[src/shared/dasm_pkg.sv]
/*
 * Constants and carrier types for the dual converter status and mode
 * control block. Assumes an 8-bit special function register bus and two
 * external converter datapaths that report completion events.
 */
package dasm_pkg;

    // ==========================================================
    // Register addresses
    localparam logic [7:0] DASM_MODE_ADDR = 8'hd1;
    localparam logic [7:0] DASM_STAT_ADDR = 8'hd8;

    // ==========================================================
    // Reset values
    localparam logic [7:0] DASM_MODE_RST = 8'h00;
    localparam logic [7:0] DASM_STAT_RST = 8'h00;

    // ==========================================================
    // Status register fields
    localparam int DASM_PRIMARY_READY_FLAG_BIT = 7;
    localparam int DASM_AUXILIARY_READY_FLAG_BIT = 6;
    localparam int DASM_CAL_BIT = 5;
    localparam int DASM_NOREF_BIT = 4;
    localparam int DASM_PRIMARY_ERROR_FLAG_BIT = 3;
    localparam int DASM_AUXILIARY_ERROR_FLAG_BIT = 2;

    // ==========================================================
    // Mode register fields
    localparam int DASM_EN0_BIT = 5;
    localparam int DASM_EN1_BIT = 4;
    localparam int DASM_MD_LSB = 0;
    localparam int DASM_MD_MSB = 2;

    localparam int DASM_NCONV = 2;
    localparam logic [15:0] DASM_ALL_ONES = 16'hffff;
    localparam logic [15:0] DASM_ALL_ZEROS = 16'h0000;

    // ==========================================================
    // Mode field encodings
    typedef enum logic [2:0] {
        DASM_MD_PDOWN = 3'h0,
        DASM_MD_IDLE = 3'h1,
        DASM_MD_SINGLE = 3'h2,
        DASM_MD_CONT = 3'h3,
        DASM_MD_INT_ZS = 3'h4,
        DASM_MD_INT_FS = 3'h5,
        DASM_MD_SYS_ZS = 3'h6,
        DASM_MD_SYS_FS = 3'h7
    } dasm_mode_t;

    // ==========================================================
    // Converter datapath carriers
    typedef struct packed {
        logic conv_done;
        logic cal_done;
        logic cal_fault;
        logic [15:0] result;
    } dasm_conv_in_t;

    typedef struct packed {
        logic enable;
        logic reset;
        logic result_we;
        logic coef_we;
        logic [15:0] result;
    } dasm_conv_out_t;

endpackage

[src/verilog/dasm_ctrl.sv]
/*
 * Status and mode control for a primary and an auxiliary converter.
 * Assumes the core drives an 8-bit register bus synchronous to clock_i,
 * and that each converter datapath pulses its done inputs for one cycle.
 */
`timescale 1ns/1ps
`default_nettype none

// Behaviour
// - Primary ready sets on conversion or calibration done
// - Primary ready clears by software or mode start
// - Set primary ready blocks further primary writes
// - Auxiliary ready behaves alike for auxiliary converter
// - Calibration-done flag sets when calibration finishes
// - Calibration-done clears only by mode start write
// - Missing reference flags while a converter active
// - Missing external reference forces results all ones
// - Missing reference clears on valid reference
// - Primary error sets on saturated primary result
// - Primary error sets on failed calibration update
// - Primary error clears on mode start write
// - Auxiliary error behaves alike for auxiliary converter
// - Primary enable bit powers primary converter
// - Auxiliary enable bit powers auxiliary converter
// - Three-bit mode field selects operating mode
// - Mode register at D1H, resets to 00H
// - Mode field decodes eight operating modes
// - Single conversion done returns mode to power-down
// - Any mode write resets both converters
// - Calibration write clears ready, finish returns power-down
module dasm_ctrl
    import dasm_pkg::*;
(
    input wire logic clock_i,
    input wire logic arst_n_i,
    input wire logic [7:0] sfr_addr_i,
    input wire logic sfr_wr_i,
    input wire logic [7:0] sfr_wdata_i,
    output logic [7:0] sfr_rdata_o,
    input wire logic ref_valid_i,
    input wire logic ext_ref_i,
    input wire dasm_conv_in_t [DASM_NCONV-1:0] conv_i,
    output dasm_conv_out_t [DASM_NCONV-1:0] conv_o,
    output logic [2:0] mode_o
);

    // ==========================================================
    // Register state
    dasm_mode_t mode_q;
    dasm_mode_t mode_d;
    logic [DASM_NCONV-1:0] en_q;
    logic [DASM_NCONV-1:0] rdy_q;
    logic [DASM_NCONV-1:0] err_q;
    logic cal_q;
    logic noref_q;
    logic [7:0] rdata_q;
    logic [2:0] mode_out_q;
    logic [DASM_NCONV-1:0] res_we_q;
    logic [DASM_NCONV-1:0] coef_we_q;
    logic [DASM_NCONV-1:0] pwr_q;
    logic [DASM_NCONV-1:0] crst_q;
    logic [15:0] res_q [DASM_NCONV];

    // ==========================================================
    // Bus decode
    logic mode_wr;
    logic stat_wr;
    logic start_wr;
    dasm_mode_t wr_mode;

    assign mode_wr = sfr_wr_i && (sfr_addr_i == DASM_MODE_ADDR);
    assign stat_wr = sfr_wr_i && (sfr_addr_i == DASM_STAT_ADDR);
    assign wr_mode = dasm_mode_t'(sfr_wdata_i[DASM_MD_MSB:DASM_MD_LSB]);

    // Modes that begin a conversion or a calibration
    always_comb begin
        unique case (wr_mode)
            DASM_MD_PDOWN: start_wr = 1'b0;
            DASM_MD_IDLE: start_wr = 1'b0;
            DASM_MD_SINGLE: start_wr = mode_wr;
            DASM_MD_CONT: start_wr = mode_wr;
            DASM_MD_INT_ZS: start_wr = mode_wr;
            DASM_MD_INT_FS: start_wr = mode_wr;
            DASM_MD_SYS_ZS: start_wr = mode_wr;
            DASM_MD_SYS_FS: start_wr = mode_wr;
        endcase
    end

    // ==========================================================
    // Current mode classes
    logic conv_mode;
    logic cal_mode;
    logic single_mode;

    always_comb begin
        conv_mode = 1'b0;
        cal_mode = 1'b0;
        single_mode = 1'b0;
        unique case (mode_q)
            DASM_MD_PDOWN: conv_mode = 1'b0;
            DASM_MD_IDLE: conv_mode = 1'b0;
            DASM_MD_SINGLE: begin
                conv_mode = 1'b1;
                single_mode = 1'b1;
            end
            DASM_MD_CONT: conv_mode = 1'b1;
            DASM_MD_INT_ZS: cal_mode = 1'b1;
            DASM_MD_INT_FS: cal_mode = 1'b1;
            DASM_MD_SYS_ZS: cal_mode = 1'b1;
            DASM_MD_SYS_FS: cal_mode = 1'b1;
        endcase
    end

    logic any_active;
    logic clamp;

    assign any_active = (|en_q) && (conv_mode || cal_mode);
    assign clamp = noref_q && ext_ref_i;

    // ==========================================================
    // Per-converter event handling
    logic [DASM_NCONV-1:0] acc_conv;
    logic [DASM_NCONV-1:0] acc_cal;
    logic [DASM_NCONV-1:0] sat;
    logic [DASM_NCONV-1:0] sw_clr;
    logic [DASM_NCONV-1:0] rdy_bit_wr;
    logic [15:0] res_val [DASM_NCONV];

    assign rdy_bit_wr[0] = sfr_wdata_i[DASM_PRIMARY_READY_FLAG_BIT];
    assign rdy_bit_wr[1] = sfr_wdata_i[DASM_AUXILIARY_READY_FLAG_BIT];

    generate
        for (genvar i = 0; i < DASM_NCONV; i++) begin : g_conv
            // Events are taken only while the ready flag is clear
            assign acc_conv[i] = conv_i[i].conv_done && !rdy_q[i] && en_q[i]
                && conv_mode;
            assign acc_cal[i] = conv_i[i].cal_done && !rdy_q[i] && en_q[i]
                && cal_mode;

            // Results forced high without an external reference
            assign res_val[i] = clamp ? DASM_ALL_ONES : conv_i[i].result;
            assign sat[i] = (res_val[i] == DASM_ALL_ONES)
                || (res_val[i] == DASM_ALL_ZEROS);

            // Direct clear: writing zero to the ready bit
            assign sw_clr[i] = stat_wr && !rdy_bit_wr[i];

            // Ready flag, set wins over clear
            always_ff @(posedge clock_i or negedge arst_n_i) begin
                if (!arst_n_i) begin
                    rdy_q[i] <= 1'b0;
                end else if (acc_conv[i] || acc_cal[i]) begin
                    rdy_q[i] <= 1'b1;
                end else if (sw_clr[i] || start_wr) begin
                    rdy_q[i] <= 1'b0;
                end
            end

            // Error flag, set wins over clear
            always_ff @(posedge clock_i or negedge arst_n_i) begin
                if (!arst_n_i) begin
                    err_q[i] <= 1'b0;
                end else if ((acc_conv[i] && sat[i])
                    || (acc_cal[i] && conv_i[i].cal_fault)) begin
                    err_q[i] <= 1'b1;
                end else if (start_wr) begin
                    err_q[i] <= 1'b0;
                end
            end

            // Result write strobe, one cycle per accepted conversion
            always_ff @(posedge clock_i or negedge arst_n_i) begin
                if (!arst_n_i) begin
                    res_we_q[i] <= 1'b0;
                end else begin
                    res_we_q[i] <= acc_conv[i];
                end
            end

            // Coefficient strobe withheld on a failed calibration
            always_ff @(posedge clock_i or negedge arst_n_i) begin
                if (!arst_n_i) begin
                    coef_we_q[i] <= 1'b0;
                end else begin
                    coef_we_q[i] <= acc_cal[i] && !conv_i[i].cal_fault;
                end
            end

            // Result word held between conversions
            always_ff @(posedge clock_i or negedge arst_n_i) begin
                if (!arst_n_i) begin
                    res_q[i] <= DASM_ALL_ZEROS;
                end else if (acc_conv[i]) begin
                    res_q[i] <= res_val[i];
                end
            end

            // Converter power follows enable and mode
            always_ff @(posedge clock_i or negedge arst_n_i) begin
                if (!arst_n_i) begin
                    pwr_q[i] <= 1'b0;
                end else begin
                    pwr_q[i] <= en_q[i] && (mode_q != DASM_MD_PDOWN);
                end
            end

            // Both converters restart on every mode write
            always_ff @(posedge clock_i or negedge arst_n_i) begin
                if (!arst_n_i) begin
                    crst_q[i] <= 1'b0;
                end else begin
                    crst_q[i] <= mode_wr;
                end
            end

            // Outgoing carrier built from one register per field, 16 flops for the result
            assign conv_o[i] = '{
                enable: pwr_q[i],
                reset: crst_q[i],
                result_we: res_we_q[i],
                coef_we: coef_we_q[i],
                result: res_q[i]
            };
        end
    endgenerate

    // ==========================================================
    // Mode register
    logic finish;

    // Single conversion or calibration completion ends the command
    assign finish = (single_mode && (|acc_conv)) || (|acc_cal);

    always_comb begin
        mode_d = mode_q;
        if (mode_wr) begin
            mode_d = wr_mode;
        end else if (finish) begin
            mode_d = DASM_MD_PDOWN;
        end
    end

    always_ff @(posedge clock_i or negedge arst_n_i) begin
        if (!arst_n_i) begin
            mode_q <= dasm_mode_t'(DASM_MODE_RST[DASM_MD_MSB:DASM_MD_LSB]);
        end else begin
            mode_q <= mode_d;
        end
    end

    always_ff @(posedge clock_i or negedge arst_n_i) begin
        if (!arst_n_i) begin
            en_q <= {DASM_MODE_RST[DASM_EN1_BIT], DASM_MODE_RST[DASM_EN0_BIT]};
        end else if (mode_wr) begin
            en_q[0] <= sfr_wdata_i[DASM_EN0_BIT];
            en_q[1] <= sfr_wdata_i[DASM_EN1_BIT];
        end
    end

    always_ff @(posedge clock_i or negedge arst_n_i) begin
        if (!arst_n_i) begin
            mode_out_q <= DASM_MODE_RST[DASM_MD_MSB:DASM_MD_LSB];
        end else begin
            mode_out_q <= mode_d;
        end
    end

    // ==========================================================
    // Calibration-done flag
    always_ff @(posedge clock_i or negedge arst_n_i) begin
        if (!arst_n_i) begin
            cal_q <= DASM_STAT_RST[DASM_CAL_BIT];
        end else if (|acc_cal) begin
            cal_q <= 1'b1;
        end else if (start_wr) begin
            cal_q <= 1'b0;
        end
    end

    // ==========================================================
    // Reference detect
    // Valid reference wins; the flag holds while converters sit idle
    always_ff @(posedge clock_i or negedge arst_n_i) begin
        if (!arst_n_i) begin
            noref_q <= DASM_STAT_RST[DASM_NOREF_BIT];
        end else if (ref_valid_i) begin
            noref_q <= 1'b0;
        end else if (any_active) begin
            noref_q <= 1'b1;
        end
    end

    // ==========================================================
    // Read path
    logic [7:0] stat_val;
    logic [7:0] mode_val;
    logic [7:0] rd_mux;

    // Unlisted bits stay zero
    always_comb begin
        stat_val = 8'h00;
        stat_val[DASM_PRIMARY_READY_FLAG_BIT] = rdy_q[0];
        stat_val[DASM_AUXILIARY_READY_FLAG_BIT] = rdy_q[1];
        stat_val[DASM_CAL_BIT] = cal_q;
        stat_val[DASM_NOREF_BIT] = noref_q;
        stat_val[DASM_PRIMARY_ERROR_FLAG_BIT] = err_q[0];
        stat_val[DASM_AUXILIARY_ERROR_FLAG_BIT] = err_q[1];
    end

    always_comb begin
        mode_val = 8'h00;
        mode_val[DASM_EN0_BIT] = en_q[0];
        mode_val[DASM_EN1_BIT] = en_q[1];
        mode_val[DASM_MD_MSB:DASM_MD_LSB] = mode_q;
    end

    always_comb begin
        if (sfr_addr_i == DASM_MODE_ADDR) begin
            rd_mux = mode_val;
        end else if (sfr_addr_i == DASM_STAT_ADDR) begin
            rd_mux = stat_val;
        end else begin
            rd_mux = 8'h00;
        end
    end

    // Read data lags the address by one edge, no read strobe needed
    always_ff @(posedge clock_i or negedge arst_n_i) begin
        if (!arst_n_i) begin
            rdata_q <= 8'h00;
        end else begin
            rdata_q <= rd_mux;
        end
    end

    // ==========================================================
    // Outputs
    assign sfr_rdata_o = rdata_q;
    assign mode_o = mode_out_q;

endmodule // dasm_ctrl

`default_nettype wire

[config.mk]
export PLATFORM = sky130hd
export DESIGN_NAME = dasm_ctrl
export DESIGN_NICKNAME = d
export VERILOG_FILES = /design/src/shared/dasm_pkg.sv /design/src/verilog/dasm_ctrl.sv
export SDC_FILE = /design/constraint.sdc
export NUM_CORES = 1
export LEC_CHECK = 0
export ABC_AREA = 1
export BUFFER_PORTS_ARGS = -buffer_cell sky130_fd_sc_hd__buf_2
export CORE_ASPECT_RATIO = 1.75
export CORE_MARGIN = 4
export CORE_UTILIZATION = 35
export DETAILED_ROUTE_END_ITERATION = 12
export GPL_TIMING_DRIVEN = 0
export PLACE_DENSITY_LB_ADDON = 0.2
export SLEW_MARGIN = 20
export SYNTH_ARGS = -nofsm -noshare
export SYNTH_HDL_FRONTEND = slang
export SYNTH_SLANG_ARGS = --single-unit
[constraint.sdc]
create_clock -name clock_i -period 1.09 [get_ports clock_i]
set_input_delay 0.0545 -clock clock_i [delete_from_list [all_inputs] [get_ports clock_i]]
set_output_delay 0.0545 -clock clock_i [all_outputs]
set_load 0.02 [all_outputs]
* Word-level counts from Yosys, hierarchy flattened
Cells that the tools add are included.
** Cells by class
- $add $sub $neg :: 0
- $mul :: 0
- Div/mod/pow operators :: 0
- Order comparisons :: 0
- Equal/unequal tests :: 17
- Shifts and indexed selects :: 0
- Mux-type cells :: 20
- Bitwise gates (word level) :: 0
- Reduce and logical (&&, ||, !) cells :: 61
** Operator list (number)
- 16-bit equality test, second input constant :: 2
- 16-bit logical NOT :: 2
- 16-bit two-way mux :: 2
- 1-bit logical AND :: 27
- 3-bit equality test, second input constant :: 8
- 8-bit equality test, second input constant :: 2
- 8-bit two-way mux :: 2
- 2-bit nonzero test :: 7
- 1-bit two-way mux :: 13
- 3-bit by 2-bit equality test with 1-bit output, second input constant :: 4
- 1-bit logical OR :: 10
- 2-bit OR reduction :: 5
- 1-bit logical NOT :: 6
- 3-bit two-way mux :: 2
- 6-bit OR reduction :: 1
- 4-bit OR reduction :: 1
- 3-bit by 1-bit equality test with 1-bit output, second input constant :: 1
- 3-bit logical NOT :: 1
- 3-bit nonzero test :: 1
- 1-bit case mux with 2 select lines :: 1
** Word-level totals
- Register bits :: 58
- Bits in latches :: 0
- Memory bits (writable) :: 0
- Memory bits (read-only) :: 0
- Input bits :: 59
- Output and inout port bits :: 51
- Memories kept :: 0

* Logic depth before layout (Yosys ltp)
- Depth after elaboration :: 9
- Depth in mapped cells :: 9
- Mapped depth without buffers :: 9

* Worst setup path after synthesis
Ideal clock, no wire load.
- Path type :: reg-to-reg
- From :: register, netlist name mode_o[1]
- To :: register res_q (netlist bit conv_o[34])
- Setup time :: 82 ps
- Arrival time :: 1197 ps
- Data required time :: 1008 ps
- Path slack :: -188 ps
- Cell stages (with the launch flop) :: 8
- Buffers on the path :: 1
- Clock period less this slack :: 1278 ps
- Cell sequence :: dfrtp_1 > inv_2 > nor2_4 > nand3_2 > inv_2 > buf_6 > nor2_1 > a31oi_2
** RTL lines
- to (signal, indexed assignment) :: line dasm_ctrl.sv:194 : res_q[i] <= res_val[i];
- to (decl) :: line dasm_ctrl.sv:62 : logic [15:0] res_q [DASM_NCONV];

* Worst setup path after layout
- From :: register rdy_q[1]
- To :: register mode_out_q[1], in the netlist mode_o[1]
** Between the ends
- Cells in the longest elaborated chain, start to end :: 8
- Elaborated cells on any way between the ends :: 12
- Classes of those cells :: 12 x reduce/logical
** Ends and longest elaborated chain
- from (decl) :: line dasm_ctrl.sv:52 : logic [DASM_NCONV-1:0] rdy_q;
- from (signal, indexed assignment) :: line dasm_ctrl.sv:151 : rdy_q[i] <= 1'b0;
- from (signal, indexed assignment) :: line dasm_ctrl.sv:153 : rdy_q[i] <= 1'b1;
- from (signal, indexed assignment) :: line dasm_ctrl.sv:155 : rdy_q[i] <= 1'b0;
- 1-bit logical NOT (*) :: line dasm_ctrl.sv:135, dasm_ctrl.sv:137
- 1-bit logical AND (2 in a row) :: line dasm_ctrl.sv:135 : assign acc_conv[i] = conv_i[i].conv_done && !rdy_q[i] && en_q[i]
- 1-bit logical AND :: line dasm_ctrl.sv:136 : && conv_mode;
- 2-bit OR reduction :: line dasm_ctrl.sv:232 : assign finish = (single_mode && (|acc_conv)) || (|acc_cal);
- 1-bit logical AND :: line dasm_ctrl.sv:232
- 1-bit logical OR (*) :: line dasm_ctrl.sv:232
- 2-bit nonzero test (no source line) (*)
- to (signal assigned) :: line dasm_ctrl.sv:262 : mode_out_q <= DASM_MODE_RST[DASM_MD_MSB:DASM_MD_LSB];
- to (signal assigned) :: line dasm_ctrl.sv:264 : mode_out_q <= mode_d;
- to (decl) :: line dasm_ctrl.sv:57 : logic [2:0] mode_out_q;
Mark *: on every way between the ends. The rest lies on a longest branch, timed or not.
A chain may end at the register's enable or synchronous reset.

==> flow_metrics.py <==
metrics = {
    "synthesis": {
        "async_flop_share": 1.00,
        "avgSynthCellArea_um2": 8.45,
        "netlist_area_mm2": 0.00265,
        "synthesis.nets": 372,
        "yosysWarningCount": 0,
        "ys_ff_latch": 58,
        "synth-seq-area-share": 0.548,
        "synthFlopType": "dfrtp_1",
        "synth_edf_count": 0,
        "synth_cells": 313,
        "synth_cell_types": 24,
    },
    "setup_path": {
        "crit_fanout": 2,
        "r2r_start": "rdy_q[1]",
        "cp.required_ns": 1.29,
        "cp-startpoint": "rdy_q[1]",
        "reg2reg_to": "mode_o[1]",
        "arrival_ns": 1.47,
        "r2r_cells": 7,
        "crit_path_start_kind": "flop",
        "critical_path_class": "reg -> reg",
        "r2r_slack_ns": -0.17,
        "end_kind": "flop",
    },
    "final_layout": {
        "mostFrequentLayoutCell": "buf_2",
        "syn2layout_area_growth_pct": 54.9,
        "antenna_cells": 0,
        "layout_common_cells": "106 x buf_2, 56 x dfrtp_1, 45 x inv_1, 42 x nor2_1, 37 x nand2_1",
        "layout-drive-gt1-share": 0.433,
        "fill_cells": 671,
        "fin_nets": 523,
    },
    "global_route": {
        "grt_overflow": 0,
        "grt_pass1_wl_um": 12600,
        "grt_max_degree": 59,
        "track_usage": 0.185,
        "antenna_found_initial": 0,
        "grt_pass1_vias": 2693,
    },
    "power_and_ir_drop": {
        "vdd_ir_drop_max_uv": 977,
        "switching_share": 0.269,
        "p_seq_frac": 0.411,
        "internal_power_uw": 4310,
        "p_comb_frac": 0.168,
        "totalPowerFinal_uw": 5890,
        "p_clk_frac": 0.422,
        "p_leak_uw": 0.00228,
        "powerDensity_mw_per_mm2": 1440,
        "switching_power_uw": 1590,
    },
    "min_path": {
        "holdPathEnd": "conv_o[10]",
        "hp-class": "in -> reg",
        "hp-start": "conv_i[10]",
        "min_path_cells": 3,
    },
    "timing": {
        "setup_slack_ns": -0.173,
        "max_freq_ghz": 0.792,
        "fin_worst_skew_ns": 0.00573,
        "timing.final.crit_period_ns": 1.26,
        "finalHoldViolCount": 0,
        "holdWs_ns": 0.0244,
        "slew_headroom": 0.509,
        "worst_slew_pin_slew_ns": 0.736,
        "setup_tns_ns": -5.08,
        "timing.final.crit_share": 1.16,
        "slew_viol_final": 0,
        "setup_viol": 41,
        "grt_setup_unrepaired": "true",
    },
    "drt": {
        "dr.pass1.iters": 4,
        "drtIter0Drc": 113,
        "vias_per_cell": 4.85,
        "routed_wirelength_um": 8120,
        "ant_nets": 0,
        "wl_per_cell_um": 14.6,
        "num_vias": 2692,
        "drc": 0,
    },
    "outcome": {
        "outcome": "finished with violations",
        "violations": "setup timing",
    },
    "cts": {
        "root_buffer": "clkbuf_16",
        "htreeDepth": 3,
        "tritoncts": "built",
        "cts_buffer_depth": 2,
        "cts.sink_count": 58,
        "cts_buffers": 9,
        "clk_pin_slew_ns": 0.05,
        "clk_latency_ns": 0.32,
    },
    "floorplanning": {
        "die_w_um": 73.7,
        "start_util": 0.363,
        "io_pins": 110,
        "core_mm2": 0.00728,
        "dieArea_mm2": 0.00907,
        "die_h_um": 123,
        "row_count": 41,
    },
    "placed_design": {
        "gp_congestion": 0.814,
        "io_buffers": 108,
        "hpwlAfterDp_um": 5730,
    },
    "flow_run": {
        "max-cap-violations": 0,
    },
}
[metal layers]
metal / up-vias / GRT usage / share of wire
li1: 1315 / - / -
met1: 1265 / 0.202 / 0.36
met2: 99 / 0.329 / 0.55
met3: 13 / 0.0415 / 0.065
met4: 0 / 0.0907 / 0.027
met5: - / 0 / 0
[logic make-up after synthesis]
logic type             synth area share
buffers and inverters             0.111
AO/OA/AOI/OAI                     0.138
AND/OR/NAND/NOR                   0.202
flip-flops                        0.548
[registers in the layout (all words and copies together), names as in the netlist]
| register | cells |
|---|---|
| cal_q | 1 |
| err_q | 2 |
| en_q | 2 |
| rdy_q | 2 |
| sfr_rdata_o | 8 |
| conv_o | 39 |
| noref_q | 1 |
| mode_o | 3 |
[through the flow]
stage	utilization	instances	setup slack (ns)	cell area [um2]
2_1_floorplan	-	313	-0.107	2650
3_3_place_gp	0.453	507	-0.363	3300
3_5_place_dp	0.453	507	-0.378	3300
4_1_cts	0.540	548	-0.155	3940
5_1_grt	0.563	555	-0.248	4100
6_report	0.563	555	-0.173	4100
[worst max-delay path: stages, from the launching register on]
cell,delay [ns]
dfrtp_1,0.41
nor2_4,0.18
nand3_4,0.14
buf_6,0.15
a21oi_2,0.11
nor2_1,0.06
nand2_1,0.06
nand2_1,0.05
[final cells by class]
class | instances | area (um2) | area share
inverters | 55 | 221 | 0.0540
repair buffers | 140 | 867 | 0.212
clock buffers | 13 | 250 | 0.0611
well taps | 86 | 108 | 0.0263
multi-input cells | 188 | 1050 | 0.257
flip-flops and latches | 58 | 1450 | 0.355
plain buffers | 12 | 131 | 0.0321
clock inverters | 3 | 15.0 | 0.00366
[worst max-delay path by stage]
stage	end	cells past startpoint
finish	mode_o[1]	7
detailed placement	conv_o[28]	4
global placement	mode_o[1]	9
floorplan	conv_o[34]	6
global route	conv_o[28]	6
CTS	mode_o[1]	7
[synth_stat cells, types with 3 or more instances]
master / n / share of area
a21oi_1: 4 / 0.0076
a31oi_1: 31 / 0.073
buf_4: 3 / 0.0085
buf_6: 4 / 0.017
clkbuf_1: 4 / 0.0057
dfrtp_1: 58 / 0.55
inv_1: 50 / 0.071
inv_2: 4 / 0.0057
nand2_1: 40 / 0.057
nand3_1: 10 / 0.019
nand4_1: 6 / 0.014
nor2_1: 62 / 0.088
o21ai_0: 24 / 0.045
[what timing repair did]
action	CTS	global route
pin swaps	13	12
hold buffers	10	0
hold endpoints to repair	66	0
setup endpoints to repair	42	43
cloned	3	1
setup buffers	12	6
resized for setup	52	34
[power by group through the flow]
stage	registers (uW)	clock network (uW)	logic [uW]
floorplan	2590	0	289
global placement	2430	0	814
detailed placement	2440	0	826
CTS	2410	2550	941
global route	2440	2650	1090
finish	2420	2480	987
No activity file was read; power rests on OpenSTA's default activity.
